## src/ussu_map.vh

```
// Constants and bit layout for the universal serial shift unit
`ifndef USSU_MAP_VH
`define USSU_MAP_VH
// Control write field positions
`define USSU_CR_TC      0
`define USSU_CR_CLK     1
`define USSU_CR_CS0     2
`define USSU_CR_CS1     3
`define USSU_CR_WM_LO   4
`define USSU_CR_WM_HI   5
// Status write field positions
`define USSU_SR_SIF     7
`define USSU_SR_OIF     6
`define USSU_SR_CNT_HI  3
// Wire modes
`define USSU_WM_OFF     2'h0
`define USSU_WM_THREE   2'h1
`define USSU_WM_TWO     2'h2
`define USSU_WM_TWO_OVH 2'h3
// Reset values and limits
`define USSU_DATA_RST   8'h00
`define USSU_CNT_RST    4'h0
`define USSU_CNT_MAX    4'hf
`endif

```

## src/ussu_core.v

```verilog
// Universal serial shift unit: shift register, counter, flags, pins
`timescale 1ns/100ps
`include "ussu_map.vh"
module ussu_core (
	// Clock and reset
	input  wire       mclk_i,
	input  wire       rst_i,
	// Control write: wire mode, clock select, strobes
	input  wire       ctrl_wr_i,
	input  wire [7:0] ctrl_wdata_i,
	// Shift register write and read
	input  wire       data_wr_i,
	input  wire [7:0] data_wdata_i,
	output wire [7:0] shift_register_o,
	// Status write: flag clears and counter load
	input  wire       status_wr_i,
	input  wire [7:0] status_wdata_i,
	// Port bit of the clock pin
	input  wire       clk_port_wr_i,
	input  wire       clk_port_wdata_i,
	// Pin direction bits
	input  wire       data_out_dir_i,
	input  wire       serial_in_dir_i,
	input  wire       clock_dir_i,
	// Timer compare match, same clock domain
	input  wire       timer_match_i,
	// Pins from outside
	input  wire       serial_in_pin_i,
	input  wire       serial_clock_pin_i,
	// Data output pin (three-wire)
	output wire       data_out_o,
	output wire       data_out_oe_o,
	// Data line drive (two-wire, open drain)
	output wire       sda_o,
	output wire       sda_oe_o,
	// Clock pin drive
	output wire       serial_clock_pin_o,
	output wire       serial_clock_pin_oe_o,
	// Status
	output wire [3:0] counter_o,
	output wire       counter_overflow_flag_o,
	output wire       start_detect_flag_o,
	output wire [1:0] wire_mode_o,
	output wire       idle_wake_o
);
	////////////////////////////////////////////////////////////////////
	// Stored control fields
	reg  [1:0] wire_mode_q;
	reg        external_clock_select_q;
	reg        clock_edge_select_q;
	reg        software_shift_strobe_q;
	reg        clock_port_q;
	reg  [7:0] shift_register_q;
	reg  [7:0] shift_register_d;
	reg  [3:0] counter_q;
	reg  [3:0] counter_d;
	reg        counter_overflow_flag_q;
	reg        start_detect_flag_q;
	reg        start_hold_q;
	reg        sample_bit_q;

	// Synchronised pin views
	wire       sck_lvl;
	wire       sck_rise;
	wire       sck_fall;
	wire       din_lvl;
	wire       din_rise;
	wire       din_fall;

	// Decoded strobes of this cycle's control write
	wire       toggle_stb;
	wire       shift_stb;
	wire       cs1_now;
	wire       cs0_now;
	wire       clk_now;
	wire [1:0] wm_now;

	// Derived events
	wire       two_wire;
	wire       three_wire;
	wire       sample_edge;
	wire       output_edge;
	wire       shift_evt;
	wire       count_evt;
	wire       wrap_evt;
	wire       start_evt;
	wire       sck_any_evt;
	wire       ovf_clr;
	wire       sif_clr;
	wire       ovf_hold;
	wire       latch_open;
	wire       latch_bit;

	////////////////////////////////////////////////////////////////////
	// Pin synchronisers; both pins come from outside this clock
	// The two flops cost one to two system clocks of latency, so the
	// link clock needs half periods of at least three system clocks;
	// shorter pulses can slip between samples and lose a count.
	ussu_pin_sync u_sck_sync (
		.mclk_i  (mclk_i),
		.rst_i   (rst_i),
		.pin_i   (serial_clock_pin_i),
		.level_o (sck_lvl),
		.rise_o  (sck_rise),
		.fall_o  (sck_fall)
	);

	ussu_pin_sync u_din_sync (
		.mclk_i  (mclk_i),
		.rst_i   (rst_i),
		.pin_i   (serial_in_pin_i),
		.level_o (din_lvl),
		.rise_o  (din_rise),
		.fall_o  (din_fall)
	);

	////////////////////////////////////////////////////////////////////
	// Control write decode; strobes act in the cycle of the write
	assign wm_now   = ctrl_wdata_i[`USSU_CR_WM_HI:`USSU_CR_WM_LO];
	assign cs1_now  = ctrl_wdata_i[`USSU_CR_CS1];
	assign cs0_now  = ctrl_wdata_i[`USSU_CR_CS0];
	assign clk_now  = ctrl_wdata_i[`USSU_CR_CLK];
	assign toggle_stb = ctrl_wr_i & ctrl_wdata_i[`USSU_CR_TC];
	assign shift_stb  = ctrl_wr_i & clk_now;

	// Mode fields hold until the next control write
	// The software shift bit is kept too, since the counter source
	// depends on it long after the write that set it.
	always @(posedge mclk_i) begin
		if (rst_i) begin
			wire_mode_q             <= `USSU_WM_OFF;
			external_clock_select_q <= 1'b0;
			clock_edge_select_q     <= 1'b0;
			software_shift_strobe_q <= 1'b0;
		end else if (ctrl_wr_i) begin
			wire_mode_q             <= wm_now;
			external_clock_select_q <= cs1_now;
			clock_edge_select_q     <= cs0_now;
			software_shift_strobe_q <= clk_now;
		end
	end

	assign two_wire   = wire_mode_q[1];
	assign three_wire = (wire_mode_q == `USSU_WM_THREE);

	////////////////////////////////////////////////////////////////////
	// Clock pin port bit: port write loads it, toggle strobe flips it
	// Toggle beats a port write in the same cycle; both are software
	always @(posedge mclk_i) begin
		if (rst_i) begin
			clock_port_q <= 1'b0;
		end else if (toggle_stb) begin
			clock_port_q <= ~clock_port_q;
		end else if (clk_port_wr_i) begin
			clock_port_q <= clk_port_wdata_i;
		end
	end

	////////////////////////////////////////////////////////////////////
	// Edge choice on the external clock; edge select swaps them
	assign sample_edge = clock_edge_select_q ? sck_fall
	                                         : sck_rise;
	assign output_edge = clock_edge_select_q ? sck_rise
	                                         : sck_fall;

	// Shift source: external sampling edge, timer match or strobe.
	// The strobe in a mode write counts with the mode stored before it, as
	// the fast master loop alternates writes with and without it.
	// Timer mode needs the edge select bit with the external clock off.
	assign shift_evt = external_clock_select_q ? sample_edge
	                 : clock_edge_select_q ? timer_match_i
	                 : shift_stb;

	// Counter source: both external edges, or the toggle strobe when
	// the software shift bit is set with the external clock; without
	// the external clock it counts the shift source.
	assign count_evt = external_clock_select_q
	                 ? (software_shift_strobe_q ? toggle_stb
	                                            : (sck_rise | sck_fall))
	                 : shift_evt;

	assign wrap_evt = count_evt & (counter_q == `USSU_CNT_MAX);

	////////////////////////////////////////////////////////////////////
	// Sampled input bit, a copy of the synchronised level taken every system clock
	// A registered copy keeps internal shifts off the synchroniser edge
	always @(posedge mclk_i) begin
		if (rst_i) begin
			sample_bit_q <= 1'b0;
		end else begin
			sample_bit_q <= din_lvl;
		end
	end

	// Shift register next value. A write in the same cycle wins and
	// suppresses the shift, so software never sees a mixed byte.
	always @* begin
		shift_register_d = shift_register_q;
		if (data_wr_i) begin
			shift_register_d = data_wdata_i;
		end else if (shift_evt) begin
			// Internal clocks take the registered copy; external edges use the
			// synchronised level that made the edge
			shift_register_d = {shift_register_q[6:0],
			                    external_clock_select_q ? din_lvl
			                                            : sample_bit_q};
		end
	end

	always @(posedge mclk_i) begin
		if (rst_i) begin
			shift_register_q <= `USSU_DATA_RST;
		end else begin
			shift_register_q <= shift_register_d;
		end
	end

	////////////////////////////////////////////////////////////////////
	// Counter: a status write loads it, otherwise it counts events.
	// Overflow is a wrap from 15 back to 0.
	// A status write always reloads the counter, so an edge in the same
	// cycle is not counted; the wrap flag still sets, so a finished
	// byte is never lost to a late clear.
	always @* begin
		counter_d = counter_q;
		if (status_wr_i) begin
			counter_d = status_wdata_i[`USSU_SR_CNT_HI:0];
		end else if (count_evt) begin
			counter_d = counter_q + 4'h1;
		end
	end

	always @(posedge mclk_i) begin
		if (rst_i) begin
			counter_q <= `USSU_CNT_RST;
		end else begin
			counter_q <= counter_d;
		end
	end

	////////////////////////////////////////////////////////////////////
	// Flag clears by writing one; a set in the same cycle wins
	assign ovf_clr = status_wr_i & status_wdata_i[`USSU_SR_OIF];
	assign sif_clr = status_wr_i & status_wdata_i[`USSU_SR_SIF];

	always @(posedge mclk_i) begin
		if (rst_i) begin
			counter_overflow_flag_q <= 1'b0;
		end else if (wrap_evt) begin
			counter_overflow_flag_q <= 1'b1;
		end else if (ovf_clr) begin
			counter_overflow_flag_q <= 1'b0;
		end
	end

	////////////////////////////////////////////////////////////////////
	// Start detection: in two-wire mode a data fall with the clock
	// high; in three-wire mode with an external clock and no software
	// shift bit, any clock edge sets the flag as well.
	assign sck_any_evt = three_wire & external_clock_select_q
	                   & ~software_shift_strobe_q & (sck_rise | sck_fall);
	assign start_evt   = (two_wire & din_fall & sck_lvl)
	                   | sck_any_evt;

	always @(posedge mclk_i) begin
		if (rst_i) begin
			start_detect_flag_q <= 1'b0;
		end else if (start_evt) begin
			start_detect_flag_q <= 1'b1;
		end else if (sif_clr) begin
			start_detect_flag_q <= 1'b0;
		end
	end

	// Start hold grabs the clock once the master has pulled it low
	// after a start and keeps it until the flag is cleared
	// Without it a fast master could clock the first address bit
	// before software has cleared the flag and the counter.
	always @(posedge mclk_i) begin
		if (rst_i) begin
			start_hold_q <= 1'b0;
		end else if (!two_wire || sif_clr) begin
			start_hold_q <= 1'b0;
		end else if (start_detect_flag_q && !sck_lvl) begin
			start_hold_q <= 1'b1;
		end
	end

	// Overflow hold only in the two-wire mode that asks for it
	assign ovf_hold = (wire_mode_q == `USSU_WM_TWO_OVH)
	                & counter_overflow_flag_q;

	////////////////////////////////////////////////////////////////////
	// Output latch: with an external clock it is open in the first
	// half of a clock cycle, the phase before the sampling edge, so
	// output and sampling happen on opposite edges.
	// The latch is a flop fed by the next register value, so a fresh
	// MSB reaches the pin in the cycle after it is written.
	assign latch_open = ~external_clock_select_q
	                  | (sck_lvl == clock_edge_select_q);

	ussu_out_latch u_out_latch (
		.mclk_i (mclk_i),
		.rst_i  (rst_i),
		.open_i (latch_open),
		.msb_i  (shift_register_d[7]),
		.bit_o  (latch_bit)
	);

	////////////////////////////////////////////////////////////////////
	// Pin drive. Three-wire uses the push-pull data output; two-wire
	// only ever pulls the data and clock lines low. Unused modes keep
	// all drivers off apart from the clock pin's own port bit.
	// Never driving a one onto a shared line means two devices can
	// never fight over it; the pull-ups make the high level.
	assign data_out_o    = latch_bit;
	assign data_out_oe_o = three_wire & data_out_dir_i;

	assign sda_o    = 1'b0;
	assign sda_oe_o = two_wire & serial_in_dir_i & ~latch_bit;

	// Clock pin: push-pull port bit outside two-wire; open drain and
	// the stretch holds in two-wire, where holds override direction
	assign serial_clock_pin_o = two_wire ? 1'b0 : clock_port_q;
	assign serial_clock_pin_oe_o = two_wire
	                             ? ((clock_dir_i & ~clock_port_q)
	                                | start_hold_q | ovf_hold)
	                             : clock_dir_i;

	////////////////////////////////////////////////////////////////////
	// Status outputs; the overflow and start flags both wake from idle
	// Wake is a level, so it stays up until software clears the flag
	assign shift_register_o        = shift_register_q;
	assign counter_o               = counter_q;
	assign counter_overflow_flag_o = counter_overflow_flag_q;
	assign start_detect_flag_o     = start_detect_flag_q;
	assign wire_mode_o             = wire_mode_q;
	assign idle_wake_o = counter_overflow_flag_q
	                   | start_detect_flag_q;

	// Data input edges are only needed by the start detector
	wire unused_din_rise;
	assign unused_din_rise = din_rise;
endmodule

```

## src/ussu_pin_sync.v

```verilog
// Two-stage pin synchroniser with edge detection
`timescale 1ns/100ps
module ussu_pin_sync (
	// Clock and reset
	input  wire mclk_i,
	input  wire rst_i,
	// Raw pin and conditioned results
	input  wire pin_i,
	output wire level_o,
	output wire rise_o,
	output wire fall_o
);
	reg meta_q;
	reg sync_q;
	reg prev_q;

	// First stage feeds only the second; edges use later stages
	always @(posedge mclk_i) begin
		if (rst_i) begin
			meta_q <= 1'b0;
			sync_q <= 1'b0;
			prev_q <= 1'b0;
		end else begin
			meta_q <= pin_i;
			sync_q <= meta_q;
			prev_q <= sync_q;
		end
	end

	// Edge pulses last one system clock
	assign level_o = sync_q;
	assign rise_o  = sync_q & ~prev_q;
	assign fall_o  = ~sync_q & prev_q;
endmodule

```

## src/ussu_out_latch.v

```verilog
// Output latch between shift register MSB and the data pin
`timescale 1ns/100ps
module ussu_out_latch (
	// Clock and reset
	input  wire mclk_i,
	input  wire rst_i,
	// Latch control and data
	input  wire open_i,
	input  wire msb_i,
	output reg  bit_o
);
	// Follows the MSB while open, holds it while closed
	always @(posedge mclk_i) begin
		if (rst_i) begin
			bit_o <= 1'b0;
		end else if (open_i) begin
			bit_o <= msb_i;
		end
	end
endmodule

```

## config.mk

```make
export PLATFORM = sky130hd
export DESIGN_NAME = ussu_core
export DESIGN_NICKNAME = d
export VERILOG_FILES = /design/src/ussu_core.v /design/src/ussu_pin_sync.v /design/src/ussu_out_latch.v
export VERILOG_INCLUDE_DIRS = /design/src /design/src/src
export SDC_FILE = /design/constraint.sdc
export NUM_CORES = 1
export LEC_CHECK = 0
export BUFFER_PORTS_ARGS = -buffer_cell sky130_fd_sc_hd__buf_4
export CORE_MARGIN = 3
export CORE_UTILIZATION = 30
export CTS_CLUSTER_SIZE = 25
export DETAILED_ROUTE_END_ITERATION = 7
export PLACE_DENSITY = 0.57
export SLEW_MARGIN = 20
export SYNTH_ARGS = -nofsm -noshare
export SYNTH_HDL_FRONTEND = slang
export SYNTH_HIERARCHICAL = 1
export SYNTH_SLANG_ARGS = --single-unit
```

## constraint.sdc

```tcl
create_clock -name mclk_i -period 4.1 [get_ports mclk_i]
set_clock_uncertainty 0.05 [all_clocks]
set_input_delay 0 -clock mclk_i [delete_from_list [all_inputs] [get_ports mclk_i]]
set_output_delay 0 -clock mclk_i [all_outputs]
set_load 0.05 [all_outputs]
```

After elaboration in Yosys (flattened, before gate mapping)
Cells that the tools add are included.
{"block": "totals", "word_cells": 82, "regBits": 28, "inputBits": 37}
{"block": "classes", "add_sub_neg": 1, "n_reduce_logical": 10, "muxes": 18, "bitwise": 31, "eq_ne": 4}
{"operator": "$and 1x1->1", "count": 18}
{"operator": "$mux 8", "count": 2}
{"operator": "$mux 1", "count": 14}
{"operator": "$reduce_bool 2->1", "count": 5}
{"operator": "$mux 4", "count": 2}
{"operator": "$not 1->1", "count": 7}
{"operator": "$or 1x1->1", "count": 6}
{"operator": "$add 4x1->4 const B", "count": 1}
{"operator": "$eq 4x4->1 const B", "count": 1}
{"operator": "$eq 2x1->1 const B", "count": 1}
{"operator": "$eq 2x2->1 const B", "count": 1}
{"operator": "$logic_not 1->1", "count": 2}
{"operator": "$reduce_or 2->1", "count": 1}
{"operator": "$eq 1x1->1", "count": 1}
{"operator": "$logic_and 1x1->1", "count": 1}
{"operator": "$logic_or 1x1->1", "count": 1}

Logic depth before layout (Yosys ltp)
{"block": "logic_depth", "word_depth": 7, "mapped_depth": 7, "depth_no_buf": 7}

Cells and area by module
Netlist, hierarchy kept.
{"mod": "ussu_core", "n_inst": 1, "cells_each": 133, "seq_area_each_um2": 440.4, "area_each_um2": 1202.4}
{"mod": "ussu_pin_sync", "n_inst": 2, "cells_each": 8, "seq_area_each_um2": 60.1, "area_each_um2": 91.3}
{"mod": "ussu_out_latch", "n_inst": 1, "cells_each": 3, "seq_area_each_um2": 20.0, "area_each_um2": 33.8}

Worst setup path before layout
Ideal clock, no wire load.
{"block": "synth_timing", "path_kind": "reg2reg", "start": "register u_sck_sync.sync_q (netlist: u_sck_sync/level_o)", "end": "register u_out_latch.bit_o", "setup_slack_ns": 2.376, "t_arrival_ns": 1.609, "n_path_buf": 0, "path_stages_with_launch": 8, "cell_sequence": "dfxtp_1 > nor2b_1 > mux2i_1 > a22oi_4 > mux2_4 > nor2_1 > mux2i_1 > nor2_1"}
{"block": "synth_between", "word_cells_on_any_way": 9, "classes_between": "eq/ne (1); mux (4); bitwise (4)"}
{"item": "start: declaration", "line": "ussu_pin_sync.v:14", "rtl": "reg sync_q;"}
{"item": "start signal: assignment", "line": "ussu_pin_sync.v:25", "rtl": "sync_q <= meta_q;"}
{"item": "$and 1x1->1", "line": "ussu_pin_sync.v:32", "rtl": "assign rise_o = sync_q & ~prev_q;"}
{"item": "net sck_rise", "line": "ussu_core.v:64", "rtl": "wire sck_rise;"}
{"item": "$mux 1", "line": "ussu_core.v:161", "rtl": "assign sample_edge = clock_edge_select_q ? sck_fall"}
{"item": "$mux 1", "line": "ussu_core.v:170", "rtl": "assign shift_evt = external_clock_select_q ? sample_edge"}
{"item": "$mux 8", "line": "ussu_core.v:201", "rtl": "end else if (shift_evt) begin"}
{"item": "$mux 8", "line": "ussu_core.v:199", "rtl": "if (data_wr_i) begin"}
{"item": "net shift_register_d[7]", "line": "ussu_core.v:54", "rtl": "reg [7:0] shift_register_d;"}
{"item": "end signal: assignment", "line": "ussu_out_latch.v:17", "rtl": "bit_o <= msb_i;"}
{"item": "end: declaration", "line": "ussu_out_latch.v:10", "rtl": "output reg bit_o"}
The timed path passes the listed nets, and every way through them passes these cells. The select of a mux whose other input is x is not followed.
A chain may end at the register's enable or synchronous reset.

Worst setup path in the final report
{"block": "layout_timing", "start": "register u_sck_sync.sync_q (netlist: u_sck_sync/level_o)", "end": "register shift_register_q[0] (netlist: shift_register_o[0])"}
{"block": "layout_between", "word_cells_on_any_way": 6, "classes_between": "mux (2); bitwise (3); reduce/logical (1)"}
{"item": "$and 1x1->1", "line": "ussu_pin_sync.v:32"}
{"item": "net sck_rise", "line": "ussu_core.v:64"}
{"item": "$mux 1", "line": "ussu_core.v:161"}
{"item": "$mux 1", "line": "ussu_core.v:170"}
{"item": "$reduce_bool 2->1 (no line)"}
{"item": "end signal: assignment", "line": "ussu_core.v:212", "rtl": "shift_register_q <= `USSU_DATA_RST;"}
{"item": "end signal: assignment", "line": "ussu_core.v:214", "rtl": "shift_register_q <= shift_register_d;"}
{"item": "end: declaration", "line": "ussu_core.v:53", "rtl": "reg [7:0] shift_register_q;"}
The timed path passes the listed nets, and every way through them passes these cells.

==> results.cfg <==
[worst_setup_path]
r2r_start = u_sck_sync/level_o
setup.worst_path.end_class = flop
r2r_setup_slack_ns = 1.89
crit_type = flop to flop
cp_max_fo = 8
rr_endpoint = shift_register_o[0]
crit_arrival_ns = 2.32
crit_start = u_sck_sync/level_o
cp_slowest_stage_delay_ns = 0.55
cp.required_ns = 4.21
cp_slowest_cell = dlygate4sd3_1
cp_cell_sequence = nor2b_1 > mux2i_1 > a22oi_4 > mux2i_1 > o31ai_2 > dlygate4sd3_1
critPathLaunchType = flop
rr_worst_depth = 6
cpMostUsedCell = mux2i_1

[detailed_routing]
drt-pass1-iter-count = 4
wl_um = 3580
wl_per_cell_um = 12.8
viasPerCell = 4.77
first_iter_violations = 49
ant_nets = 0
drc_errors = 0
vias = 1331

[synth]
syn_avg_cell_area_um2 = 9.36
syn_inst = 151
yosysWarnings = 6
syn-num-nets = 189
netlist_area_um2 = 1410

[layout]
largest_reg_flops = 8
nNetsFinal = 265
final_area_um2 = 2150
drive_gt1_share_pct = 30.8
areaGrowthSynthToFinish_pct = 52.3
utilization_pct = 48.4
antenna_cells = 0

[hold_path]
hold_path_end = counter_o[0]
hold_class = input port to flop
min_path_cells = 3
min-delay-start = status_wdata_i[0]

[die]
rows = 24
die_y_um = 74.6
pin_count = 60
core_um2 = 4440
start_util_pct = 31.8
dieWidth_um = 74.6
dieArea_um2 = 5570

[global_route]
grt_usage_pct = 13.5
grt_max_degree = 26
overflow = 0
grt_pass1_wl_um = 5630
grt_pass1_vias = 1249
antenna_found_initial = 0

[cts]
cts_htree_levels = 2
cts_hold_buf = 24
numCtsBuffers = 5
root_buffer = clkbuf_8
ctsLongestPathBuffers = 2
cts.reportedPaths.clkPinSlew_ns = 0.06
clkSinkCount = 29
cts_tree = done
post-cts-setup-buffers = 0
cts_resized = 0
worstSkewPairLatency_ns = 0.28

[place]
dpl_cell_area_um2 = 1830
hpwl_um = 2470
gp_congestion = 0.709
io_buffers = 54
pre_cts_ws_ns = 2.22

[timing]
layout_setup_ws_ns = 1.89
rsz0062_at_grt = no
fin_crit_ns = 2.21
tns_ns = 0
setup_viol = 0
final_hold_viol_count = 0
fin_crit_sh_pct = 54.0
max_freq_mhz = 452
slew_viol_final = 0

[pwr]
p_leak_nw = 0.990
finalPower_mw = 0.736
peakVddDrop_uv = 194
powerDensity_nw_per_um2 = 342

[job]
drv_cap = 0

[outcome]
outcome = complete, no violations
==> placed cells by master (no fill, tap or decap), types with 2 or more instances in the layout <==
master,instances
mux2i_1,14
dfxtp_1,29
dlygate4sd3_1,24
clkbuf_8,6
nor2b_1,13
buf_4,54
nor4b_1,2
nand3_1,8
nand2_1,8
a21oi_1,10
nor3_1,2
o21ai_0,10
nor2_1,12
nor3b_1,2
inv_1,3
a32oi_1,2
a31oi_1,2
==> worst max-delay path by stage <==
stage | cells past startpoint | to | slack [ns]
after CTS | 6 | shift_register_o[0] | 1.87
after floorplan | 7 | u_out_latch/bit_o | 2.38
final | 6 | shift_register_o[0] | 1.89
after global placement | 7 | u_out_latch/bit_o | 2.24
after global routing | 6 | shift_register_o[0] | 1.72
after detailed placement | 7 | u_out_latch/bit_o | 2.22
==> per-stage QoR <==
step,hold WS [ns],std cells
after CTS,0.0144,279
after detailed placement,0.165,248
after global routing,0.0137,279
final,0.0207,279
after global placement,0.165,248
after floorplan,0.0216,151
==> area by class of cell <==
cell class                      count  area (µm²)
Inverter                            3        11.3
Timing Repair Buffer               78         646
Tap cell                           52        65.1
Multi-Input combinational cell    110         763
Sequential cell                    29         581
Fill cell                         446        2290
Clock buffer                        7        86.3
==> per-layer routing <==
layer / GRT usage (%) / up-vias / routed length (µm) / part of all wire (%)
met2: 20.9 / 52 / 1610 / 45
met1: 16.9 / 585 / 1650 / 46
met5: 0 / - / 0 / 0
met4: 6.13 / 0 / 52 / 1.5
met3: 4.94 / 7 / 271 / 7.6
li1: - / 687 / - / -
==> where the power goes <==
group	internal [mW]	leakage (nW)	switching, mW
clock network	0.133	0.0443	0.0991
logic	0.0843	0.706	0.102
registers	0.299	0.239	0.0180
==> critical path: cells and delay by family (launching register included) <==
| kind | cells | cell delay (ns) |
|---|---|---|
| flip-flops | 1 | 0.42 |
| AO/OA/AOI/OAI | 2 | 0.42 |
| AND/OR/NAND/NOR | 1 | 0.25 |
| multiplexers | 2 | 0.41 |
| buffers and inverters | 1 | 0.55 |
No activity file was read; power rests on OpenSTA's default activity.
